--- src/logic/spc_pkg.sv ---
// Constants for the system PLL control block: register map, fields, resets, timing.
// Assumes a 125 MHz system clock and a 16-bit register port.
`default_nettype none
package spc_pkg;
	localparam int ADDR_W = 32;
	localparam int DATA_W = 16;

	// Register addresses
	localparam logic [31:0] ADDR_CTRL_ONE = 32'h5000_3310;
	localparam logic [31:0] ADDR_CTRL_TWO = 32'h5000_3312;
	localparam logic [31:0] ADDR_CTRL_THREE = 32'h5000_3314;
	localparam logic [31:0] ADDR_STATUS = 32'h5000_3316;
	localparam logic [31:0] ADDR_IRQ_STATUS = 32'h5000_3318;
	localparam logic [31:0] ADDR_IRQ_ENABLE = 32'h5000_331A;
	localparam logic [31:0] ADDR_IRQ_CLEAR = 32'h5000_331C;

	// Control one fields
	localparam int PLL_EN_BIT = 0;
	localparam int REG_ON_BIT = 1;
	localparam int REF_HOLD_BIT = 2;
	localparam int OUT_DIV_LSB = 8;
	localparam int DIV_W = 7;

	// Control two fields
	localparam int LOOP_DIV_LSB = 0;
	localparam int PFD_DEL_LSB = 12;
	localparam int PFD_DEL_W = 2;
	localparam int AUTO_SEL_BIT = 14;

	// Control three fields
	localparam int ICP_LSB = 0;
	localparam int ICP_W = 5;
	localparam int START_DEL_LSB = 10;
	localparam int START_DEL_W = 5;
	localparam int RECAL_BIT = 15;

	// Status fields
	localparam int LOCK_BIT = 0;
	localparam int REG_OK_BIT = 1;
	localparam int BAND_LSB = 5;
	localparam int BAND_W = 6;
	localparam int CAL_DONE_BIT = 11;

	// Reset values
	localparam logic [6:0] OUT_DIV_RST = 7'h01;
	localparam logic [6:0] LOOP_DIV_RST = 7'h06;
	localparam logic [1:0] PFD_DEL_RST = 2'h2;
	localparam logic [4:0] START_DEL_RST = 5'h0F;
	localparam logic [4:0] ICP_RST = 5'h09;

	// Interrupt bits
	localparam int IRQ_W = 4;
	localparam int IRQ_LOCK_GAIN = 0;
	localparam int IRQ_LOCK_LOSS = 1;
	localparam int IRQ_CAL_DONE = 2;
	localparam int IRQ_REG_OK = 3;

	// Timing
	localparam int CLK_PERIOD_NS = 8;
	localparam int START_STEP_NS = 48;
	localparam int START_STEP_CYCLES_RAW = (START_STEP_NS + CLK_PERIOD_NS - 1) / CLK_PERIOD_NS;
	localparam int START_STEP_CYCLES = (START_STEP_CYCLES_RAW < 1) ? 1 : START_STEP_CYCLES_RAW;
	localparam int PRE_CNT_W = 10;

	// Synchronised analog inputs: lock, regulator ok, band, calibration done
	localparam int SYNC_W = 9;
endpackage
`default_nettype wire

--- src/logic/spc_precharge_timer.sv ---
// Loop filter precharge timer: holds precharge after PLL enable for a programmed time.
// Assumes enable and delay come from registers on the same clock.
`default_nettype none
module spc_precharge_timer
	import spc_pkg::*;
(
	input wire logic clk_sys,
	input wire logic nrst,
	input wire logic enable,
	input wire logic [START_DEL_W-1:0] delaySteps,
	output logic prechargeOn
);
	logic enableDly_reg;
	logic [PRE_CNT_W-1:0] count_reg;
	logic [PRE_CNT_W-1:0] loadValue;

	assign loadValue = PRE_CNT_W'(delaySteps * START_STEP_CYCLES);

	always_ff @(posedge clk_sys or negedge nrst) begin
		if (!nrst) begin
			enableDly_reg <= 1'b0;
		end else begin
			enableDly_reg <= enable;
		end
	end

	// Delay taken at the enable edge; later writes act on the next enable
	always_ff @(posedge clk_sys or negedge nrst) begin
		if (!nrst) begin
			count_reg <= '0;
		end else if (enable && !enableDly_reg) begin
			count_reg <= loadValue;
		end else if (!enable) begin
			count_reg <= '0;
		end else if (count_reg != '0) begin
			count_reg <= count_reg - PRE_CNT_W'(1);
		end
	end

	always_ff @(posedge clk_sys or negedge nrst) begin
		if (!nrst) begin
			prechargeOn <= 1'b0;
		end else begin
			prechargeOn <= enable && (!enableDly_reg || count_reg > PRE_CNT_W'(1));
		end
	end
endmodule
`default_nettype wire

--- src/logic/spc_system_pll_control.sv ---
// System PLL control and status registers with analog-facing controls and interrupt.
// Assumes analog status inputs are asynchronous and a single-cycle register port.
//
// Our own choice: the strobed register port.
`default_nettype none
module spc_system_pll_control
	import spc_pkg::*;
(
	input wire logic clk_sys,
	input wire logic nrst,
	input wire logic [ADDR_W-1:0] regAddr,
	input wire logic [DATA_W-1:0] regWrData,
	input wire logic regWr,
	input wire logic regRd,
	output logic [DATA_W-1:0] regRdData,
	output logic irq,
	output logic pllEnable,
	output logic synthRegulatorOn,
	output logic regulatorReferenceHold,
	output logic [DIV_W-1:0] outputDivider,
	output logic [DIV_W-1:0] loopDivider,
	output logic vcoCurrentAutoSelect,
	output logic [PFD_DEL_W-1:0] phaseDetectorDelay,
	output logic prechargeOn,
	output logic [ICP_W-1:0] chargePumpCurrent,
	output logic calibrationStart,
	input wire logic pllLockIn,
	input wire logic regulatorInRegulationIn,
	input wire logic calibrationDoneIn,
	input wire logic [BAND_W-1:0] calibratedVcoBandIn
);
	// Stored register fields
	logic [DIV_W-1:0] outDivField_reg;
	logic [DIV_W-1:0] loopDivField_reg;
	logic [START_DEL_W-1:0] startDelay_reg;
	logic recalBusy_reg;
	logic calibrationDone_reg;
	logic [BAND_W-1:0] calibratedVcoBand_reg;

	// Analog input synchroniser and edge history
	logic [SYNC_W-1:0] syncMeta_reg;
	logic [SYNC_W-1:0] syncOut_reg;
	logic lockDly_reg;
	logic regOkDly_reg;
	logic calDoneDly_reg;
	logic pllLock;
	logic regOk;
	logic calDoneLevel;
	logic [BAND_W-1:0] bandSync;

	// Interrupt registers
	logic [IRQ_W-1:0] irqStatus_reg;
	logic [IRQ_W-1:0] irqEnable_reg;
	logic [IRQ_W-1:0] irqEvent;
	logic [IRQ_W-1:0] irqClear;

	// Decoded strobes
	logic wrCtrlOne;
	logic wrCtrlTwo;
	logic wrCtrlThree;
	logic wrIrqEnable;
	logic wrIrqClear;
	logic recalRequest;
	logic calDoneRise;
	logic [DATA_W-1:0] readValue;

	assign wrCtrlOne = regWr && (regAddr == ADDR_CTRL_ONE);
	assign wrCtrlTwo = regWr && (regAddr == ADDR_CTRL_TWO);
	assign wrCtrlThree = regWr && (regAddr == ADDR_CTRL_THREE);
	assign wrIrqEnable = regWr && (regAddr == ADDR_IRQ_ENABLE);
	assign wrIrqClear = regWr && (regAddr == ADDR_IRQ_CLEAR);
	assign recalRequest = wrCtrlThree && regWrData[RECAL_BIT];

	// Control one
	always_ff @(posedge clk_sys or negedge nrst) begin
		if (!nrst) begin
			pllEnable <= 1'b0;
			synthRegulatorOn <= 1'b0;
			regulatorReferenceHold <= 1'b0;
			outDivField_reg <= OUT_DIV_RST;
		end else if (wrCtrlOne) begin
			pllEnable <= regWrData[PLL_EN_BIT];
			synthRegulatorOn <= regWrData[REG_ON_BIT];
			regulatorReferenceHold <= regWrData[REF_HOLD_BIT];
			outDivField_reg <= regWrData[OUT_DIV_LSB +: DIV_W];
		end
	end

	// Control two
	always_ff @(posedge clk_sys or negedge nrst) begin
		if (!nrst) begin
			loopDivField_reg <= LOOP_DIV_RST;
			phaseDetectorDelay <= PFD_DEL_RST;
			vcoCurrentAutoSelect <= 1'b0;
		end else if (wrCtrlTwo) begin
			loopDivField_reg <= regWrData[LOOP_DIV_LSB +: DIV_W];
			phaseDetectorDelay <= regWrData[PFD_DEL_LSB +: PFD_DEL_W];
			vcoCurrentAutoSelect <= regWrData[AUTO_SEL_BIT];
		end
	end

	// Control three
	always_ff @(posedge clk_sys or negedge nrst) begin
		if (!nrst) begin
			startDelay_reg <= START_DEL_RST;
			chargePumpCurrent <= ICP_RST;
		end else if (wrCtrlThree) begin
			startDelay_reg <= regWrData[START_DEL_LSB +: START_DEL_W];
			chargePumpCurrent <= regWrData[ICP_LSB +: ICP_W];
		end
	end

	// Effective dividers: a zero field would stall the divider, so it runs as one
	always_ff @(posedge clk_sys or negedge nrst) begin
		if (!nrst) begin
			outputDivider <= OUT_DIV_RST;
			loopDivider <= LOOP_DIV_RST;
		end else begin
			outputDivider <= (outDivField_reg == '0) ? DIV_W'(1) : outDivField_reg;
			loopDivider <= (loopDivField_reg == '0) ? DIV_W'(1) : loopDivField_reg;
		end
	end

	spc_precharge_timer precharge (
		.clk_sys(clk_sys),
		.nrst(nrst),
		.enable(pllEnable),
		.delaySteps(startDelay_reg),
		.prechargeOn(prechargeOn)
	);

	// Two-flop synchroniser on every analog status bit
	always_ff @(posedge clk_sys or negedge nrst) begin
		if (!nrst) begin
			syncMeta_reg <= '0;
			syncOut_reg <= '0;
		end else begin
			syncMeta_reg <= {calibrationDoneIn, calibratedVcoBandIn, regulatorInRegulationIn,
				pllLockIn};
			syncOut_reg <= syncMeta_reg;
		end
	end

	assign pllLock = syncOut_reg[0];
	assign regOk = syncOut_reg[1];
	assign bandSync = syncOut_reg[2 +: BAND_W];
	assign calDoneLevel = syncOut_reg[SYNC_W-1];

	always_ff @(posedge clk_sys or negedge nrst) begin
		if (!nrst) begin
			lockDly_reg <= 1'b0;
			regOkDly_reg <= 1'b0;
			calDoneDly_reg <= 1'b0;
		end else begin
			lockDly_reg <= pllLock;
			regOkDly_reg <= regOk;
			calDoneDly_reg <= calDoneLevel;
		end
	end

	// Calibration counts as finished on every rising done edge, whether or not a request came first
	assign calDoneRise = calDoneLevel && !calDoneDly_reg;

	// Recalibration pulse to the analog calibrator
	always_ff @(posedge clk_sys or negedge nrst) begin
		if (!nrst) begin
			calibrationStart <= 1'b0;
		end else begin
			calibrationStart <= recalRequest;
		end
	end

	always_ff @(posedge clk_sys or negedge nrst) begin
		if (!nrst) begin
			recalBusy_reg <= 1'b0;
		end else if (recalRequest) begin
			recalBusy_reg <= 1'b1;
		end else if (calDoneRise) begin
			recalBusy_reg <= 1'b0;
		end
	end

	// Done flag: the finishing edge wins over a clear in the same cycle
	always_ff @(posedge clk_sys or negedge nrst) begin
		if (!nrst) begin
			calibrationDone_reg <= 1'b0;
		end else if (calDoneRise) begin
			calibrationDone_reg <= 1'b1;
		end else if (recalRequest) begin
			calibrationDone_reg <= 1'b0;
		end
	end

	// Band is caught on the done edge, when the calibrator holds it stable
	always_ff @(posedge clk_sys or negedge nrst) begin
		if (!nrst) begin
			calibratedVcoBand_reg <= '0;
		end else if (calDoneRise) begin
			calibratedVcoBand_reg <= bandSync;
		end
	end

	// Interrupt events
	assign irqEvent[IRQ_LOCK_GAIN] = pllLock && !lockDly_reg;
	assign irqEvent[IRQ_LOCK_LOSS] = !pllLock && lockDly_reg;
	assign irqEvent[IRQ_CAL_DONE] = calDoneRise;
	assign irqEvent[IRQ_REG_OK] = regOk && !regOkDly_reg;
	assign irqClear = wrIrqClear ? regWrData[IRQ_W-1:0] : '0;

	// Sticky status, set wins over clear
	always_ff @(posedge clk_sys or negedge nrst) begin
		if (!nrst) begin
			irqStatus_reg <= '0;
		end else begin
			irqStatus_reg <= (irqStatus_reg & ~irqClear) | irqEvent;
		end
	end

	always_ff @(posedge clk_sys or negedge nrst) begin
		if (!nrst) begin
			irqEnable_reg <= '0;
		end else if (wrIrqEnable) begin
			irqEnable_reg <= regWrData[IRQ_W-1:0];
		end
	end

	always_ff @(posedge clk_sys or negedge nrst) begin
		if (!nrst) begin
			irq <= 1'b0;
		end else begin
			irq <= |(((irqStatus_reg & ~irqClear) | irqEvent) & irqEnable_reg);
		end
	end

	// Read mux; reserved bits and unmapped addresses read zero
	always_comb begin
		readValue = '0;
		unique case (regAddr)
			ADDR_CTRL_ONE: begin
				readValue[PLL_EN_BIT] = pllEnable;
				readValue[REG_ON_BIT] = synthRegulatorOn;
				readValue[REF_HOLD_BIT] = regulatorReferenceHold;
				readValue[OUT_DIV_LSB +: DIV_W] = outDivField_reg;
			end
			ADDR_CTRL_TWO: begin
				readValue[LOOP_DIV_LSB +: DIV_W] = loopDivField_reg;
				readValue[PFD_DEL_LSB +: PFD_DEL_W] = phaseDetectorDelay;
				readValue[AUTO_SEL_BIT] = vcoCurrentAutoSelect;
			end
			ADDR_CTRL_THREE: begin
				readValue[ICP_LSB +: ICP_W] = chargePumpCurrent;
				readValue[START_DEL_LSB +: START_DEL_W] = startDelay_reg;
				readValue[RECAL_BIT] = recalBusy_reg;
			end
			ADDR_STATUS: begin
				readValue[LOCK_BIT] = pllLock;
				readValue[REG_OK_BIT] = regOk;
				readValue[BAND_LSB +: BAND_W] = calibratedVcoBand_reg;
				readValue[CAL_DONE_BIT] = calibrationDone_reg;
			end
			ADDR_IRQ_STATUS: begin
				readValue[IRQ_W-1:0] = irqStatus_reg;
			end
			ADDR_IRQ_ENABLE: begin
				readValue[IRQ_W-1:0] = irqEnable_reg;
			end
			default: begin
				readValue = '0;
			end
		endcase
	end

	// Read data stand only in the cycle after the strobe
	always_ff @(posedge clk_sys or negedge nrst) begin
		if (!nrst) begin
			regRdData <= '0;
		end else if (regRd) begin
			regRdData <= readValue;
		end else begin
			regRdData <= '0;
		end
	end
endmodule
`default_nettype wire

--- config.mk ---
export PLATFORM = sky130hd
export DESIGN_NAME = spc_system_pll_control
export DESIGN_NICKNAME = d
export VERILOG_FILES = /design/src/logic/spc_pkg.sv /design/src/logic/spc_precharge_timer.sv /design/src/logic/spc_system_pll_control.sv
export SDC_FILE = /design/constraint.sdc
export NUM_CORES = 1
export LEC_CHECK = 0
export BUFFER_PORTS_ARGS = -buffer_cell sky130_fd_sc_hd__buf_2
export CORE_UTILIZATION = 54
export CTS_CLUSTER_SIZE = 16
export DETAILED_ROUTE_END_ITERATION = 8
export PLACE_DENSITY_LB_ADDON = 0.1
export SYNTH_ARGS = -nofsm -noshare
export SYNTH_HDL_FRONTEND = slang
export SYNTH_SLANG_ARGS = --single-unit
--- constraint.sdc ---
create_clock -name clk_sys -period 2.2 [get_ports clk_sys]
set_input_delay 0.44 -clock clk_sys [delete_from_list [all_inputs] [get_ports clk_sys]]
set_output_delay 0.44 -clock clk_sys [all_outputs]
set_load 0.005 [all_outputs]
==> results.txt <==
CTS Sinks: 111
Routed wl met2: 5.03 mm
Routed WL: 9.88 mm
Root buffer cell: clkbuf_8
Mapped Area: 4790 sq um
Synthesized flop and latch total: 111
I/O Buffers: 103
Final setup vio count: 0
Critical path class: reg -> reg
Die width: 96.2 um
Slowest CP cell: dfstp_2
Die Y: 96.2 um
Setup Fix Bufs, Post-CTS: 0
Peak Freq: 493 MHz
Row cnt: 34
# diodes: 0
Routed WL per cell: 16.0 um
Worst-path maximum fanout: 4
Max Cap Violations: 0
FF/Latch Area: 2790 sq um
Die area: 9260 sq um
Via count of the first global-routing pass: 3,355
Number of antenna violations at the first check in global routing: 0
Grt total ovfl: 0
Critical Path Most Common Cell: o21a_1
Setup crit end kind: flip-flop
Tmin final: 2030 ps
Wl on met1: 4.38 mm
Cells after Synth: 391
Crit-path cells: ha_1 -> inv_1 -> fa_1 -> nand2b_1 -> a21oi_2 -> o21a_1 -> nor3_1 -> o21a_1
Metal3 WL: 353 um
Syn nets: 462
Final worst path period share: 92.2%
Buf/Inv on CP: 1
Largest register FFs: 16
First-pass GRT wire length: 16.4 mm
Ys flop type: dfrtp_1
Nets@finish: 576
CP peak stage delay: 600 ps
Power, Total: 3.55 mW
Post-synth ARST share: 100%
ANT nets after route: 0
Setup TNS: 0 ps
Residual DRC: 0
TritonRoute pass-1 iters: 4
Ports: 105
Area grow syn2layout: 20.9%
DR vias/cell: 5.40
Worst IR drop on VDD: 0.000347 V
Slew headroom: 71.9%
Layout cells sized above 1: 41.0%
Via count: 3,340
Filler cells: 703
Clk buf depth: 2
Synth unique cells: 44
Clock transition at the registers of the reported paths: 110 ps
Number of flops mapped to enable cells by yosys: 0
Critical path depth: 8
Largest net degree at the start of global routing: 59
Initial Util: 55.2%
CTS H-Tree Depth: 3
Cell family with most CP delay: flip-flops
Req. time, crit path: 2460 ps
Placer Congestion: 0.782
FF-to-FF path depth: 8
Total GRT Usage: 23.8%
CTS buffer count: 9
Worst-Margin Slew: 422 ps
Startpoint types: flip-flop
RSZ-0062 raised after global routing: no
Clock latency on the worst-skew pair: 370 ps
Hold Fails Final Rpt: 0
Sequential area share after synthesis: 58.3%
Post-Route Skew: 12.8 ps
Core footprint: 8680 sq um
YS warnings: 0
Avg Inst Size Synth: 12.3 sq um
CP Data Arrival Time: 2290 ps
Post-DP HPWL: 7.32 mm
Top Layer Used: met4
LEAKAGE: 2.95 nW
Initial DRC count: 89
Max-slew violations: 0
Area of the multi-input gates: 1880 sq um
Status: complete, no violations
CTS tree: built
Worst Hold Class: in -> async
Pwr dens: 613 nW/um^2
routing by layer:
metal / GRT usage, % / up-vias
met5: 0 / -
met4: 7.09 / 0
met3: 3.87 / 9
met2: 40.5 / 72
met1: 31.2 / 1671
li1: - / 1588
where the power goes:
| group | switching, mW | total [mW] | internal (mW) |
|---|---|---|---|
| Combinational | 0.124 | 0.213 | 0.0893 |
| Sequential | 0.0136 | 2.09 | 2.07 |
| Clock | 0.781 | 1.25 | 0.471 |
cell families after synthesis:
| logic type | share of synthesized area (%) |
|---|---|
| and+or+nand+nor | 16.8 |
| DFF | 58.3 |
| AOI/OAI and AO/OA | 7.65 |
| muxes | 10.2 |
| buffers and inverters | 2.64 |
| adders and majority gates | 2.77 |
| xor gates and xnor gates | 1.64 |
what timing repair did:
| item | in CTS | in global routing |
|---|---|---|
| gates resized for setup | 0 | 1 |
| endpoints found under the setup margin | 0 | 1 |
| hold buffers | 0 | 0 |
synthesized netlist by cell type (7+ instances only):
master | count | share of area [%]
dfrtp_1 | 98 | 51
mux2_2 | 39 | 9.2
nand2_1 | 39 | 3.1
nor2_1 | 23 | 1.8
clkbuf_1 | 21 | 1.6
nor2b_1 | 15 | 2.0
dfstp_2 | 13 | 7.1
nor3_1 | 11 | 1.1
o21ai_0 | 11 | 1.1
a21oi_1 | 10 | 1.0
inv_1 | 10 | 0.78
ha_1 | 9 | 2.3
a21o_1 | 8 | 1.3
nand3_1 | 8 | 0.84
nand2b_1 | 7 | 0.91
area by class of cell:
type	instances	area share (%)
clock buffers	9	2.14
inverters	10	0.647
flip-flops and latches	111	48.2
well taps	108	2.33
repair buffers	126	12.8
multi-input cells	247	32.4
clock inverters	7	1.53
stage by stage:
stage	utilization, %	cells	cell area (sq um)	hold WS, ps	worst slack, ps
finish	66.8	618	5800	43.3	172
global route	66.8	618	5800	56.8	46.1
CTS	66.8	618	5790	40.6	134
detailed placement	64.3	602	5580	335	-119
global placement	64.3	602	5580	332	-75.9
floorplan	-	391	4790	144	10.8
final timing paths:
| path | startpoint | end | slack [ps] |
|---|---|---|---|
| max | startDelay_reg[0] | precharge.count_reg[6] | 170 |
| min | nrst | precharge.count_reg[0] | 40 |
| max in group asynchronous | nrst | outDivField_reg[0] | 1840 |
| max reg2reg | startDelay_reg[0] | precharge.count_reg[6] | 170 |
| min in group clk_sys | calibratedVcoBandIn[0] | syncMeta_reg[2] | 150 |
| min reg2reg | syncMeta_reg[5] | syncOut_reg[5] | 360 |
placed cells by master, fill, tap and decap left out, types with 7 or more instances in the layout:
master,Yosys,final
clkbuf_8,0,9
buf_2,1,102
ha_1,9,9
inv_1,10,10
mux2_2,39,39
buf_4,0,20
nor2_1,23,23
o21ai_0,11,11
nand2_1,39,39
nand2b_1,7,7
a21oi_1,10,9
nand3_1,8,8
nor2b_1,15,15
dfrtp_1,98,98
nor3_1,11,11
dfstp_2,13,13
a21o_1,8,8
Note: power is estimated with default switching activity, not from simulation.
